$ cat src/cfg_access_pkg.sv
package cfg_access_pkg;
	// access sizes
	typedef enum logic [1:0] {
		size_byte,
		size_word,
		size_dword,
		size_oversize
	} access_size_t;

	// request source
	typedef enum logic [1:0] {
		src_local_core,
		src_remote_socket,
		src_mmio
	} request_source_t;

	// completion status
	typedef enum logic [1:0] {
		cpl_normal,
		cpl_master_abort,
		cpl_dropped
	} completion_t;

	localparam logic [7:0] uncore_bus_number_config_off = 8'hcc;
	localparam logic [7:0] first_uncore_bus_rst = 8'h00;
	localparam logic [7:0] second_uncore_bus_rst = 8'h01;
	localparam int first_uncore_bus_lsb = 0;
	localparam int second_uncore_bus_lsb = 8;
	localparam logic second_uncore_bus_valid_rst = 1'b0;
	localparam int second_uncore_bus_valid_bit = 31;
	localparam logic [4:0] hub_device = 5'h00;
	localparam logic [2:0] hub_function = 3'h2;
	localparam logic [4:0] scratch_device = 5'h00;
	localparam logic [2:0] scratch_function = 3'h3;
	localparam logic [7:0] scratch_sticky_off = 8'h40;
	localparam logic [7:0] scratch_plain_off = 8'h44;
	localparam logic [7:0] id_off = 8'h00;
	localparam logic [31:0] scratch_rst = 32'h0000_0000;
	localparam logic [31:0] all_ones = 32'hffff_ffff;
	localparam logic [31:0] all_zeros = 32'h0000_0000;
	// identity codes: arbitrary values, they name no real maker or part
	localparam logic [15:0] vendor_code = 16'h1234;
	localparam logic [15:0] device_code = 16'h5678;
	localparam int mem_depth = 4;
	localparam int mem_addr_w = 2;
	localparam logic [7:0] bus_range_mask_1 = 8'hff;
endpackage

$ cat src/cfg_store_if.sv
`timescale 1ns/1ps
interface cfg_store_if;
	logic wr_en;
	logic [1:0] addr;
	logic [3:0] byte_en;
	logic [31:0] wdata;
	logic [31:0] rdata;

	modport master (
		output wr_en,
		output addr,
		output byte_en,
		output wdata,
		input rdata
	);
	modport store (
		input wr_en,
		input addr,
		input byte_en,
		input wdata,
		output rdata
	);
endinterface

$ cat src/cfg_store_mem.sv
`timescale 1ns/1ps
// **********************************
// byte-lane scratch store
// **********************************
module cfg_store_mem (
	// clock and reset
	input wire logic sys_clk_in,
	input wire logic pwr_good_n_in,
	// access
	cfg_store_if.store port
);
	import cfg_access_pkg::*;

	logic [31:0] mem_r [mem_depth];
	logic [31:0] mem_nxt [mem_depth];
	logic [31:0] rdata_r;
	logic [31:0] rdata_nxt;

	always_comb begin
		for (int i = 0; i < mem_depth; i++) begin
			mem_nxt[i] = mem_r[i];
		end
		if (port.wr_en) begin
			for (int b = 0; b < 4; b++) begin
				if (port.byte_en[b]) begin
					mem_nxt[port.addr][b*8 +: 8] = port.wdata[b*8 +: 8];
				end
			end
		end
		rdata_nxt = mem_r[port.addr];
	end

	// sticky: only the power-good reset clears it
	always_ff @(posedge sys_clk_in or negedge pwr_good_n_in) begin
		if (!pwr_good_n_in) begin
			for (int i = 0; i < mem_depth; i++) begin
				mem_r[i] <= scratch_rst;
			end
			rdata_r <= scratch_rst;
		end else begin
			mem_r <= mem_nxt;
			rdata_r <= rdata_nxt;
		end
	end

	assign port.rdata = rdata_r;
endmodule

$ cat src/config_space_access_decoder.sv
`timescale 1ns/1ps
// Function
// - accept byte, word or doubleword accesses
// - multi-byte fields little-endian by address
// - unimplemented function read returns all ones
// - master abort raises no error report
// - unimplemented function write discarded, normal completion
// - unimplemented register bits read zero; bits 16-30 at 0xcc are stored and read back as written
// - unimplemented register write ignored, normal completion
// - mmio accepts 1, 2, 4, 8 bytes; an oversize request here is answered as zero with no state change
// - hidden child config accesses dropped when enabled
// - children reachable through config and memory windows
// - bus numbers at 0xcc reset 0, 1
// - unique bus:device:function, type 0 header
// - socket bus from range and socket number
// - all accesses via central message channel hub
// - remote accesses arrive as noncoherent transfers
// - hard reset restores non-sticky bits
// - sticky bits cleared only by power good
module config_space_access_decoder (
	// clock and resets
	input wire logic sys_clk_in,
	input wire logic rst_n_in,
	input wire logic pwr_good_n_in,
	// message channel request
	input wire logic req_valid_in,
	input wire logic req_write_in,
	input wire cfg_access_pkg::request_source_t req_source_in,
	input wire cfg_access_pkg::access_size_t req_size_in,
	input wire logic [7:0] req_bus_in,
	input wire logic [4:0] req_device_in,
	input wire logic [2:0] req_function_in,
	input wire logic [11:0] req_offset_in,
	input wire logic [31:0] req_wdata_in,
	// storage-management function
	input wire logic child_hide_enable_in,
	input wire logic [7:0] child_bus_low_in,
	input wire logic [7:0] child_bus_high_in,
	// socket bus derivation
	input wire logic [2:0] socket_id_in,
	input wire logic [1:0] max_bus_range_in,
	// completion
	output logic cpl_valid_out,
	output cfg_access_pkg::completion_t cpl_status_out,
	output logic [31:0] cpl_rdata_out,
	output logic [7:0] socket_bus_number_out,
	output logic [7:0] first_uncore_bus_out,
	output logic [7:0] second_uncore_bus_out
);
	import cfg_access_pkg::*;

	// **********************************
	// decode helpers
	// **********************************
	function automatic logic [3:0] lane_mask(input access_size_t sz, input logic [1:0] a);
		logic [3:0] m;
		m = 4'h0;
		case (sz)
			size_byte: m = 4'h1 << a;
			size_word: m = a[1] ? 4'hc : 4'h3;
			size_dword: m = 4'hf;
			default: m = 4'h0;
		endcase
		return m;
	endfunction

	function automatic logic [31:0] lane_bits(input logic [3:0] m);
		return {{8{m[3]}}, {8{m[2]}}, {8{m[1]}}, {8{m[0]}}};
	endfunction

	// **********************************
	// state
	// **********************************
	logic [31:0] bus_cfg_r;
	logic [31:0] bus_cfg_nxt;
	logic [31:0] plain_r;
	logic [31:0] plain_nxt;
	logic cpl_valid_r;
	logic cpl_valid_nxt;
	completion_t cpl_status_r;
	completion_t cpl_status_nxt;
	logic [31:0] rdata_r;
	logic [31:0] rdata_nxt;
	logic sel_store_r;
	logic sel_store_nxt;
	logic [3:0] rd_mask_r;
	logic [3:0] rd_mask_nxt;
	logic [7:0] socket_bus_r;
	logic [7:0] socket_bus_nxt;

	cfg_store_if store_bus ();

	cfg_store_mem u_store (
		.sys_clk_in(sys_clk_in),
		.pwr_good_n_in(pwr_good_n_in),
		.port(store_bus.store)
	);

	logic [1:0] lane_addr;
	logic [3:0] mask;
	logic [31:0] wmask;
	logic [31:0] shifted_wdata;
	logic hit_hub;
	logic hit_scratch;
	logic hidden;
	logic size_ok;
	logic [7:0] uncore_bus1;

	always_comb begin
		lane_addr = req_offset_in[1:0];
		mask = lane_mask(req_size_in, lane_addr);
		wmask = lane_bits(mask);
		// data arrives in the low lanes and is moved to its byte address
		shifted_wdata = req_wdata_in << {lane_addr, 3'b000};
		// 8-byte mmio transfers are split into dwords before they reach this port
		size_ok = (req_size_in != size_oversize);
		uncore_bus1 = bus_cfg_r[second_uncore_bus_lsb +: 8];
		// uncore functions live on the second uncore bus
		hit_hub = (req_bus_in == uncore_bus1) && (req_device_in == hub_device)
			&& (req_function_in == hub_function);
		hit_scratch = (req_bus_in == uncore_bus1) && (req_device_in == scratch_device)
			&& (req_function_in == scratch_function);
		// plain config cycles to the hidden children are dropped; windows stay outside this block
		hidden = child_hide_enable_in && (req_bus_in >= child_bus_low_in)
			&& (req_bus_in <= child_bus_high_in);
	end

	// **********************************
	// request handling
	// **********************************
	always_comb begin
		bus_cfg_nxt = bus_cfg_r;
		plain_nxt = plain_r;
		cpl_valid_nxt = 1'b0;
		cpl_status_nxt = cpl_status_r;
		rdata_nxt = rdata_r;
		sel_store_nxt = 1'b0;
		rd_mask_nxt = rd_mask_r;
		store_bus.wr_en = 1'b0;
		store_bus.addr = req_offset_in[3:2];
		store_bus.byte_en = mask;
		store_bus.wdata = shifted_wdata;
		// both local and remote sources are served alike through this hub
		if (req_valid_in) begin
			cpl_valid_nxt = 1'b1;
			cpl_status_nxt = cpl_normal;
			rd_mask_nxt = mask;
			rdata_nxt = all_zeros;
			if (hidden) begin
				cpl_status_nxt = cpl_dropped;
			end else if (!size_ok) begin
				// oversized: undefined by contract, answered as zero and no state change
				cpl_status_nxt = cpl_normal;
			end else if (hit_hub) begin
				case (req_offset_in[11:2])
					{4'h0, id_off[7:2]}: rdata_nxt = {device_code, vendor_code}; // arbitrary identity values
					{4'h0, uncore_bus_number_config_off[7:2]}: begin
						rdata_nxt = bus_cfg_r;
						if (req_write_in) begin
							bus_cfg_nxt = (bus_cfg_r & ~wmask) | (shifted_wdata & wmask);
						end
					end
					default: rdata_nxt = all_zeros;
				endcase
			end else if (hit_scratch) begin
				// the plain word is carved out of the sticky window so both stay reachable
				if (req_offset_in[11:2] == {4'h0, scratch_plain_off[7:2]}) begin
					rdata_nxt = plain_r;
					if (req_write_in) begin
						plain_nxt = (plain_r & ~wmask) | (shifted_wdata & wmask);
					end
				end else if (req_offset_in[11:4] == {4'h0, scratch_sticky_off[7:4]}) begin
					sel_store_nxt = !req_write_in;
					store_bus.wr_en = req_write_in;
				end else begin
					rdata_nxt = all_zeros;
				end
			end else begin
				// no error report is raised; all ones is the only sign
				rdata_nxt = req_write_in ? all_zeros : all_ones;
				rd_mask_nxt = 4'hf;
			end
		end
		case (max_bus_range_in)
			2'b00: socket_bus_nxt = {socket_id_in, 5'h00};
			2'b01: socket_bus_nxt = {1'b0, socket_id_in[1:0], 5'h00};
			2'b10: socket_bus_nxt = {2'b00, socket_id_in[0], 5'h00};
			default: socket_bus_nxt = 8'h00 & bus_range_mask_1;
		endcase
	end

	// hard reset restores every non-sticky register
	always_ff @(posedge sys_clk_in or negedge rst_n_in) begin
		if (!rst_n_in) begin
			bus_cfg_r <= {second_uncore_bus_valid_rst, 15'h0000, second_uncore_bus_rst, first_uncore_bus_rst};
			plain_r <= scratch_rst;
			cpl_valid_r <= 1'b0;
			cpl_status_r <= cpl_normal;
			rdata_r <= all_zeros;
			sel_store_r <= 1'b0;
			rd_mask_r <= 4'h0;
			socket_bus_r <= 8'h00;
		end else begin
			bus_cfg_r <= bus_cfg_nxt;
			plain_r <= plain_nxt;
			cpl_valid_r <= cpl_valid_nxt;
			cpl_status_r <= cpl_status_nxt;
			rdata_r <= rdata_nxt;
			sel_store_r <= sel_store_nxt;
			rd_mask_r <= rd_mask_nxt;
			socket_bus_r <= socket_bus_nxt;
		end
	end

	// **********************************
	// outputs
	// **********************************
	logic [31:0] raw_rdata;
	assign raw_rdata = sel_store_r ? store_bus.rdata : rdata_r;
	// addressed lanes return data, other lanes zero; absent-function reads return all four lanes
	assign cpl_rdata_out = raw_rdata & lane_bits(rd_mask_r);
	assign cpl_valid_out = cpl_valid_r;
	assign cpl_status_out = cpl_status_r;
	assign socket_bus_number_out = socket_bus_r;
	assign first_uncore_bus_out = bus_cfg_r[first_uncore_bus_lsb +: 8];
	assign second_uncore_bus_out = bus_cfg_r[second_uncore_bus_lsb +: 8];
endmodule

$ cat config.mk
export PLATFORM = sky130hd
export DESIGN_NAME = config_space_access_decoder
export DESIGN_NICKNAME = d
export VERILOG_FILES = /design/src/cfg_access_pkg.sv /design/src/cfg_store_if.sv /design/src/cfg_store_mem.sv /design/src/config_space_access_decoder.sv
export SDC_FILE = /design/constraint.sdc
export NUM_CORES = 1
export LEC_CHECK = 0
export ABC_CLOCK_PERIOD_IN_PS = 2980
export BUFFER_PORTS_ARGS = -buffer_cell sky130_fd_sc_hd__buf_4
export CORE_ASPECT_RATIO = 1.25
export CORE_UTILIZATION = 30
export CTS_BUF_LIST = sky130_fd_sc_hd__clkbuf_8 sky130_fd_sc_hd__clkbuf_16
export DETAILED_ROUTE_END_ITERATION = 6
export GPL_TIMING_DRIVEN = 0
export PLACE_DENSITY_LB_ADDON = 0.3
export SYNTH_ARGS = -nofsm -noshare
export SYNTH_HDL_FRONTEND = slang
export SYNTH_SLANG_ARGS = --single-unit
$ cat constraint.sdc
create_clock -name sys_clk_in -period 2.98 [get_ports sys_clk_in]
set_clock_uncertainty 0.2 [all_clocks]
set_input_delay 0.596 -clock sys_clk_in [delete_from_list [all_inputs] [get_ports sys_clk_in]]
set_output_delay 0.596 -clock sys_clk_in [all_outputs]
set_load 0.02 [all_outputs]
=== After elaboration in Yosys (flattened, before gate mapping) ===
Index checks and enable logic that the tools add are counted.

* Input bits: 91
* Output and inout port bits: 59
* Register bits: 272

* Bitwise operators: 10
* Equal/unequal tests: 11
* Muxes and demuxes: 53
* Magnitude comparators: 4
* Reductions and logical operators: 13
* Shift-type cells: 2

{| class="wikitable"
|+ Operator list
! operator !! count
|-
| $mux 128 || 7
|-
| $bwmux 128 || 4
|-
| $mux 32 || 10
|-
| $demux 32 s2 || 4
|-
| $and 32x32->32 || 4
|-
| $bmux 32 s2 || 1
|-
| $or 32x32->32 || 2
|-
| $pmux 32 s2 || 1
|-
| $not 32->32 || 1
|-
| $shl 32x5->32 || 1
|-
| $mux 24 || 1
|-
| $pmux 8 s3 || 1
|-
| $mux 4 || 5
|-
| $mux 16 || 1
|-
| $mux 1 || 15
|-
| $pmux 4 s3 || 1
|-
| $eq 10x5->1 const B || 1
|-
| $eq 10x6->1 const B || 1
|-
| $logic_not 10->1 || 1
|-
| $eq 8x3->1 const B || 1
|-
| $eq 8x8->1 || 1
|-
| $ge 8x8->1 || 1
|-
| $le 8x8->1 || 1
|-
| $mux 8 || 1
|-
| 16 further kinds || 26
|}

=== Logic depth before layout (Yosys ltp) ===
* Word-level depth: 17
* Depth in mapped cells: 11

=== Cells and area by module ===
Synthesis repeated with hierarchy kept, for this count alone.

* Cell total of the unflattened synthesis: 1,049
* Area, all modules: 13,285.2 sq um

{| class="wikitable"
|+ By module, submodules not included
! module !! seq. area each (sq um) !! area an instance (sq um) !! instances !! cells an instance
|-
| cfg_store_mem || 4,003.8 || 6,736.5 || 1 || 352
|-
| config_space_access_decoder || 2,653.8 || 6,548.8 || 1 || 697
|}

=== Least setup slack after synthesis ===
Ideal clock, no wire load.

* Kind: input to register
* Start point: input child_bus_low_in[1]
* End point: register u_store.mem_r[104] in the netlist's numbering
* Arrival: 2.729 ns
* Stages: 10
* Setup time: 0.125 ns
* Required time: 2.655 ns
* Setup slack: -0.073 ns
* Buffers on the path: 2
* Path through: inv_1 ha_1 nor2b_1 o211a_1 o31ai_1 a221o_1 clkbuf_1 buf_2 nand3_2 mux2_2

* Word-level cells in the longest chain between the ends: 5

{| class="wikitable"
|+ Ends and longest elaborated chain
! element !! line !! RTL
|-
| start: declaration || config_space_access_decoder.sv:37 || <nowiki>input wire logic [7:0] child_bus_low_in,</nowiki>
|-
| $ge 8x8->1 || config_space_access_decoder.sv:124 || <nowiki>hidden = child_hide_enable_in && (req_bus_in >= child_bus_low_in)</nowiki>
|-
| $logic_and 1x1->1 || config_space_access_decoder.sv:124 ||
|-
| $logic_and 1x1->1 || config_space_access_decoder.sv:125 || <nowiki>&& (req_bus_in <= child_bus_high_in);</nowiki>
|-
| $mux 1 || config_space_access_decoder.sv:149 || <nowiki>if (hidden) begin</nowiki>
|-
| $mux 1 || config_space_access_decoder.sv:144 || <nowiki>if (req_valid_in) begin</nowiki>
|-
| end signal: indexed assignment || cfg_store_mem.sv:37 || <nowiki>mem_r[i] <= scratch_rst;</nowiki>
|-
| end signal: assignment || cfg_store_mem.sv:41 || <nowiki>mem_r <= mem_nxt;</nowiki>
|-
| end: declaration || cfg_store_mem.sv:14 || <nowiki>logic [31:0] mem_r [mem_depth];</nowiki>
|}

Every way passes these cells.
A chain may end at the register's enable or synchronous reset.

==> key figures <==
Setup path
  • Reg-to-reg slack, setup: 0.02 ns
  • Slowest CP cell: sky130_fd_sc_hd__or4_4
  • Crit path max fanout: 9
  • Reg2Reg Capture Point: u_store.mem_r[98]$_DFFE_PN0P_
  • Reg2Reg Depth: 7
  • Series of cell instances along the critical path: xor2_1 -> or4_4 -> or4_4 -> buf_12 -> nor2_4 -> nand3_4 -> mux2_4
  • Sum of buffers and inverters on the critical path: 1
  • Most frequent CP cell: sky130_fd_sc_hd__or4_4
  • Required time of the critical path: 3.20 ns
  • Crit path kind: flip-flop to flip-flop
  • Worst path top cell family by delay: simple AND/OR/NAND/NOR gates
  • Biggest cell delay along the critical path: 0.52 ns
  • Worst path arrival time: 3.19 ns
  • Critical Path End Type: flip-flop
  • Kind of start point of the critical path: flip-flop

STA
  • Relative slew slack: 9.053%
  • Achievable clock frequency: 337.5 MHz
  • Post-route clock period utilization: 99.42%
  • Final count of hold timing violations: 0
  • Count of pins over their slew limit: 0
  • Transition at the pin with the smallest max-transition slack: 1.364 ns
  • Setup TNS: 0 ns
  • Final setup vio count: 0
  • Time the final worst path needs with I/O delays and setup: 2.963 ns

Floorplanning
  • FP Rows: 83
  • Full die area: 0.04300 mm²
  • Y dimension of the die: 231.6 µm
  • I/O pin cnt: 150
  • Die width: 185.7 µm
  • Initial Utilization: 30.61%
  • Standard cell core area: 0.04133 mm²

Layout
  • Synthesis-to-layout area growth: 24.56%
  • Non-Filler Cell Area, Final: 0.01576 mm²
  • Fraction of final layout cells with drive strength greater than 1: 37.88%
  • Count of antenna diodes in the layout: 0
  • Final core occ: 38.13%
  • Filler cell count: 4017
  • Net count, final: 1321
  • Non-filler instance count after layout: 1785

Power
  • Peak supply drop: 0.3880 mV
  • Reported leakage power: 0.007542 µW
  • Total power draw: 7973 µW
  • Fraction of power consumed by sequential logic: 46.5%
  • Total net switching power: 2025 µW
  • Clock power share: 42.2%
  • Switching share of total power: 25.40%
  • Combinational fraction of design power: 11.2%
  • PwrDens: 505.9 mW/mm²
  • Internal power of the cells: 5948 µW

Global route
  • Global-route wire length before repair: 57.88 mm
  • Via count of the first global-routing pass: 9263
  • Global router's overall resource usage: 18.30%
  • Aggregate global routing overflow: 0
  • Initial antenna violation count: 0
  • Pin count of the biggest net entering global routing: 121

CTS
  • Clock Sink Count: 266
  • Number of buffers created by CTS: 27
  • Maximum level of the CTS H-tree: 1
  • Clock slew at the register clock pins of the worst setup and hold paths: 0.06 ns
  • Deepest clock path buffer count: 3
  • Insertion delay to the later sink of the worst-skew pair: 0.54 ns
  • Clock root buffer: sky130_fd_sc_hd__clkbuf_16
  • CTS tree: yes

Logic synthesis
  • Leading cell types by total area after synthesis: sky130_fd_sc_hd__dfrtp_1 (52%), sky130_fd_sc_hd__mux2_2 (14%), sky130_fd_sc_hd__mux4_2 (5.7%), sky130_fd_sc_hd__mux2i_1 (3.8%), sky130_fd_sc_hd__a21oi_1 (2.5%)
  • Cell accounting for the most synthesized area: sky130_fd_sc_hd__dfrtp_1
  • Syn Inst Count: 1014
  • Number of flops mapped to enable cells by yosys: 0
  • Fraction of post-synthesis cell area in the top cell type by area: 52.41%
  • Top FF cell, synth: sky130_fd_sc_hd__dfrtp_1
  • Seq cells post-synth: 266
  • Proportion of register bits with asynchronous set or reset after synthesis: 100.0%
  • Number of unique standard cell types used by synthesis: 60
  • Synth Area per Inst: 12.48 µm²
  • Netlist area before placement: 0.01265 mm²
  • Top cell types by occurrence after synthesis: sky130_fd_sc_hd__dfrtp_1 (265), sky130_fd_sc_hd__mux2_2 (160), sky130_fd_sc_hd__clkbuf_1 (63)
  • Cell with the most instances after synthesis: sky130_fd_sc_hd__dfrtp_1
  • Post-synthesis sequential area ratio: 52.62%
  • Syn. warnings: 0

Placement
  • Dpl cell area: 0.01447 mm²
  • Global placer's final weighted congestion: 0.8887
  • Number of buffers added on ports: 139
  • Final HPWL DP: 27.34 mm
  • Number of placed instances with taps included: 1712

Worst hold path
  • End point of the most critical hold path: cpl_valid_out$_DFF_PN0_
  • Hold path depth: 1
  • Startpoint of the worst hold path: req_valid_in
  • Path category of the worst min-delay check: input port to flip-flop

Drt
  • Routed wire length per instance: 21.77 µm
  • Number of vias after detailed routing: 8989
  • Avg Vias per Cell: 5.036
  • Initial drt markers: 518
  • Drt drc: 0
  • Number of iterations in the first detailed-routing pass: 5
  • WL final: 38.87 mm
  • Post-route antenna net violation count: 0

Run status
  • Result of the run: finished, final reports clean

Run
  • Number of max-capacitance violations reported: 0
[power by group through the flow]
stage | Clock [µW] | Sequential, µW | Combinational [µW]
5_1_grt | 3570 | 3710 | 980
6_report | 3370 | 3710 | 896
3_5_place_dp | 0 | 3770 | 890
4_1_cts | 3440 | 3710 | 902
2_1_floorplan | 0 | 3760 | 413
3_3_place_gp | 0 | 3770 | 867
[per-stage QoR]
stage / setup WS (ns) / hold WS (ns)
floorplan: 0.04863 / 0.1004
global placement: -0.8820 / 0.2353
detailed placement: -0.9365 / 0.2452
CTS: -0.1225 / 0.01434
global route: -0.008533 / 0.03336
finish: 0.01723 / 0.04015
[metal layers]
metal	part of all wire, %	routed length, µm	GRT usage, %	vias to the layer above
li1	-	-	-	3996
met1	43	16590	23.98	4630
met2	48	18660	30.22	284
met3	5.4	2085	2.514	79
met4	3.9	1534	7.428	0
met5	0	0	0	-
[worst max-delay path by stage]
| stage | from | to | cells past startpoint |
|---|---|---|---|
| final | flip-flop | u_store.mem_r[98]$_DFFE_PN0P_ | 7 |
| after global routing | flip-flop | u_store.mem_r[98]$_DFFE_PN0P_ | 7 |
| after CTS | req_bus_in[1] | u_store.mem_r[60]$_DFFE_PN0P_ | 10 |
| after detailed placement | req_bus_in[1] | u_store.mem_r[2]$_DFFE_PN0P_ | 9 |
| after global placement | req_bus_in[1] | u_store.mem_r[1]$_DFFE_PN0P_ | 9 |
| after floorplan | child_bus_low_in[1] | u_store.mem_r[104]$_DFFE_PN0P_ | 10 |
[placed cells by master (no fill, tap or decap), drive strengths merged, types with 5 or more instances in the layout]
cell type | Yosys | final
dfrtp | 265 | 265
buf | 39 | 201
mux2 | 160 | 160
clkbuf | 63 | 96
a21oi | 62 | 62
nor2 | 62 | 62
mux2i | 48 | 48
o21ai | 48 | 48
inv | 32 | 42
mux4 | 32 | 32
nor2b | 26 | 26
nand2 | 22 | 22
ha | 16 | 16
and3 | 15 | 15
a22oi | 14 | 14
o2bb2ai | 13 | 13
nand3 | 12 | 12
a211oi | 8 | 8
and2 | 8 | 8
nand4 | 8 | 8
clkinv | 5 | 7
xor2 | 6 | 6
conb | 1 | 6
a32oi | 5 | 5
[worst register-to-register path, stage by stage, from the launching register on]
cell and delay [ns]:
sky130_fd_sc_hd__dfrtp_2 0.42, sky130_fd_sc_hd__xor2_1 0.20, sky130_fd_sc_hd__or4_4 0.52, sky130_fd_sc_hd__or4_4 0.49, sky130_fd_sc_hd__buf_12 0.18, sky130_fd_sc_hd__nor2_4 0.21, sky130_fd_sc_hd__nand3_4 0.24, sky130_fd_sc_hd__mux2_4 0.38
[timing repair]
action / CTS / global route
buffers inserted: 14 / 8
hold endpoints to repair: 71 / 0
pin swaps: 10 / 4
hold buffers: 4 / 0
setup endpoints to repair: 217 / 150
resized for setup: 28 / 31
[logic make-up after synthesis]
family	Yosys count	synth area share [%]
XOR/XNOR	8	0.5538
flip-flops	266	52.62
other	1	0.02964
AND/OR/NAND/NOR	183	8.920
AO/OA/AOI/OAI	161	7.625
buffers and inverters	139	4.935
adder cells (fa/ha/maj)	16	1.582
multiplexers	240	23.73
[layout make-up]
cell class	count	area [µm²]	share of cell area, %
Sequential cell	266	6660	42.26
Multi-Input combinational cell	614	5517	35.01
Timing Repair Buffer	167	1356	8.607
Clock buffer	33	758.2	4.811
Tap cell	552	690.7	4.383
Buffer	101	516.7	3.279
Inverter	37	142.6	0.9051
Clock inverter	15	117.6	0.7463
No activity file was read; power rests on OpenSTA's default activity.
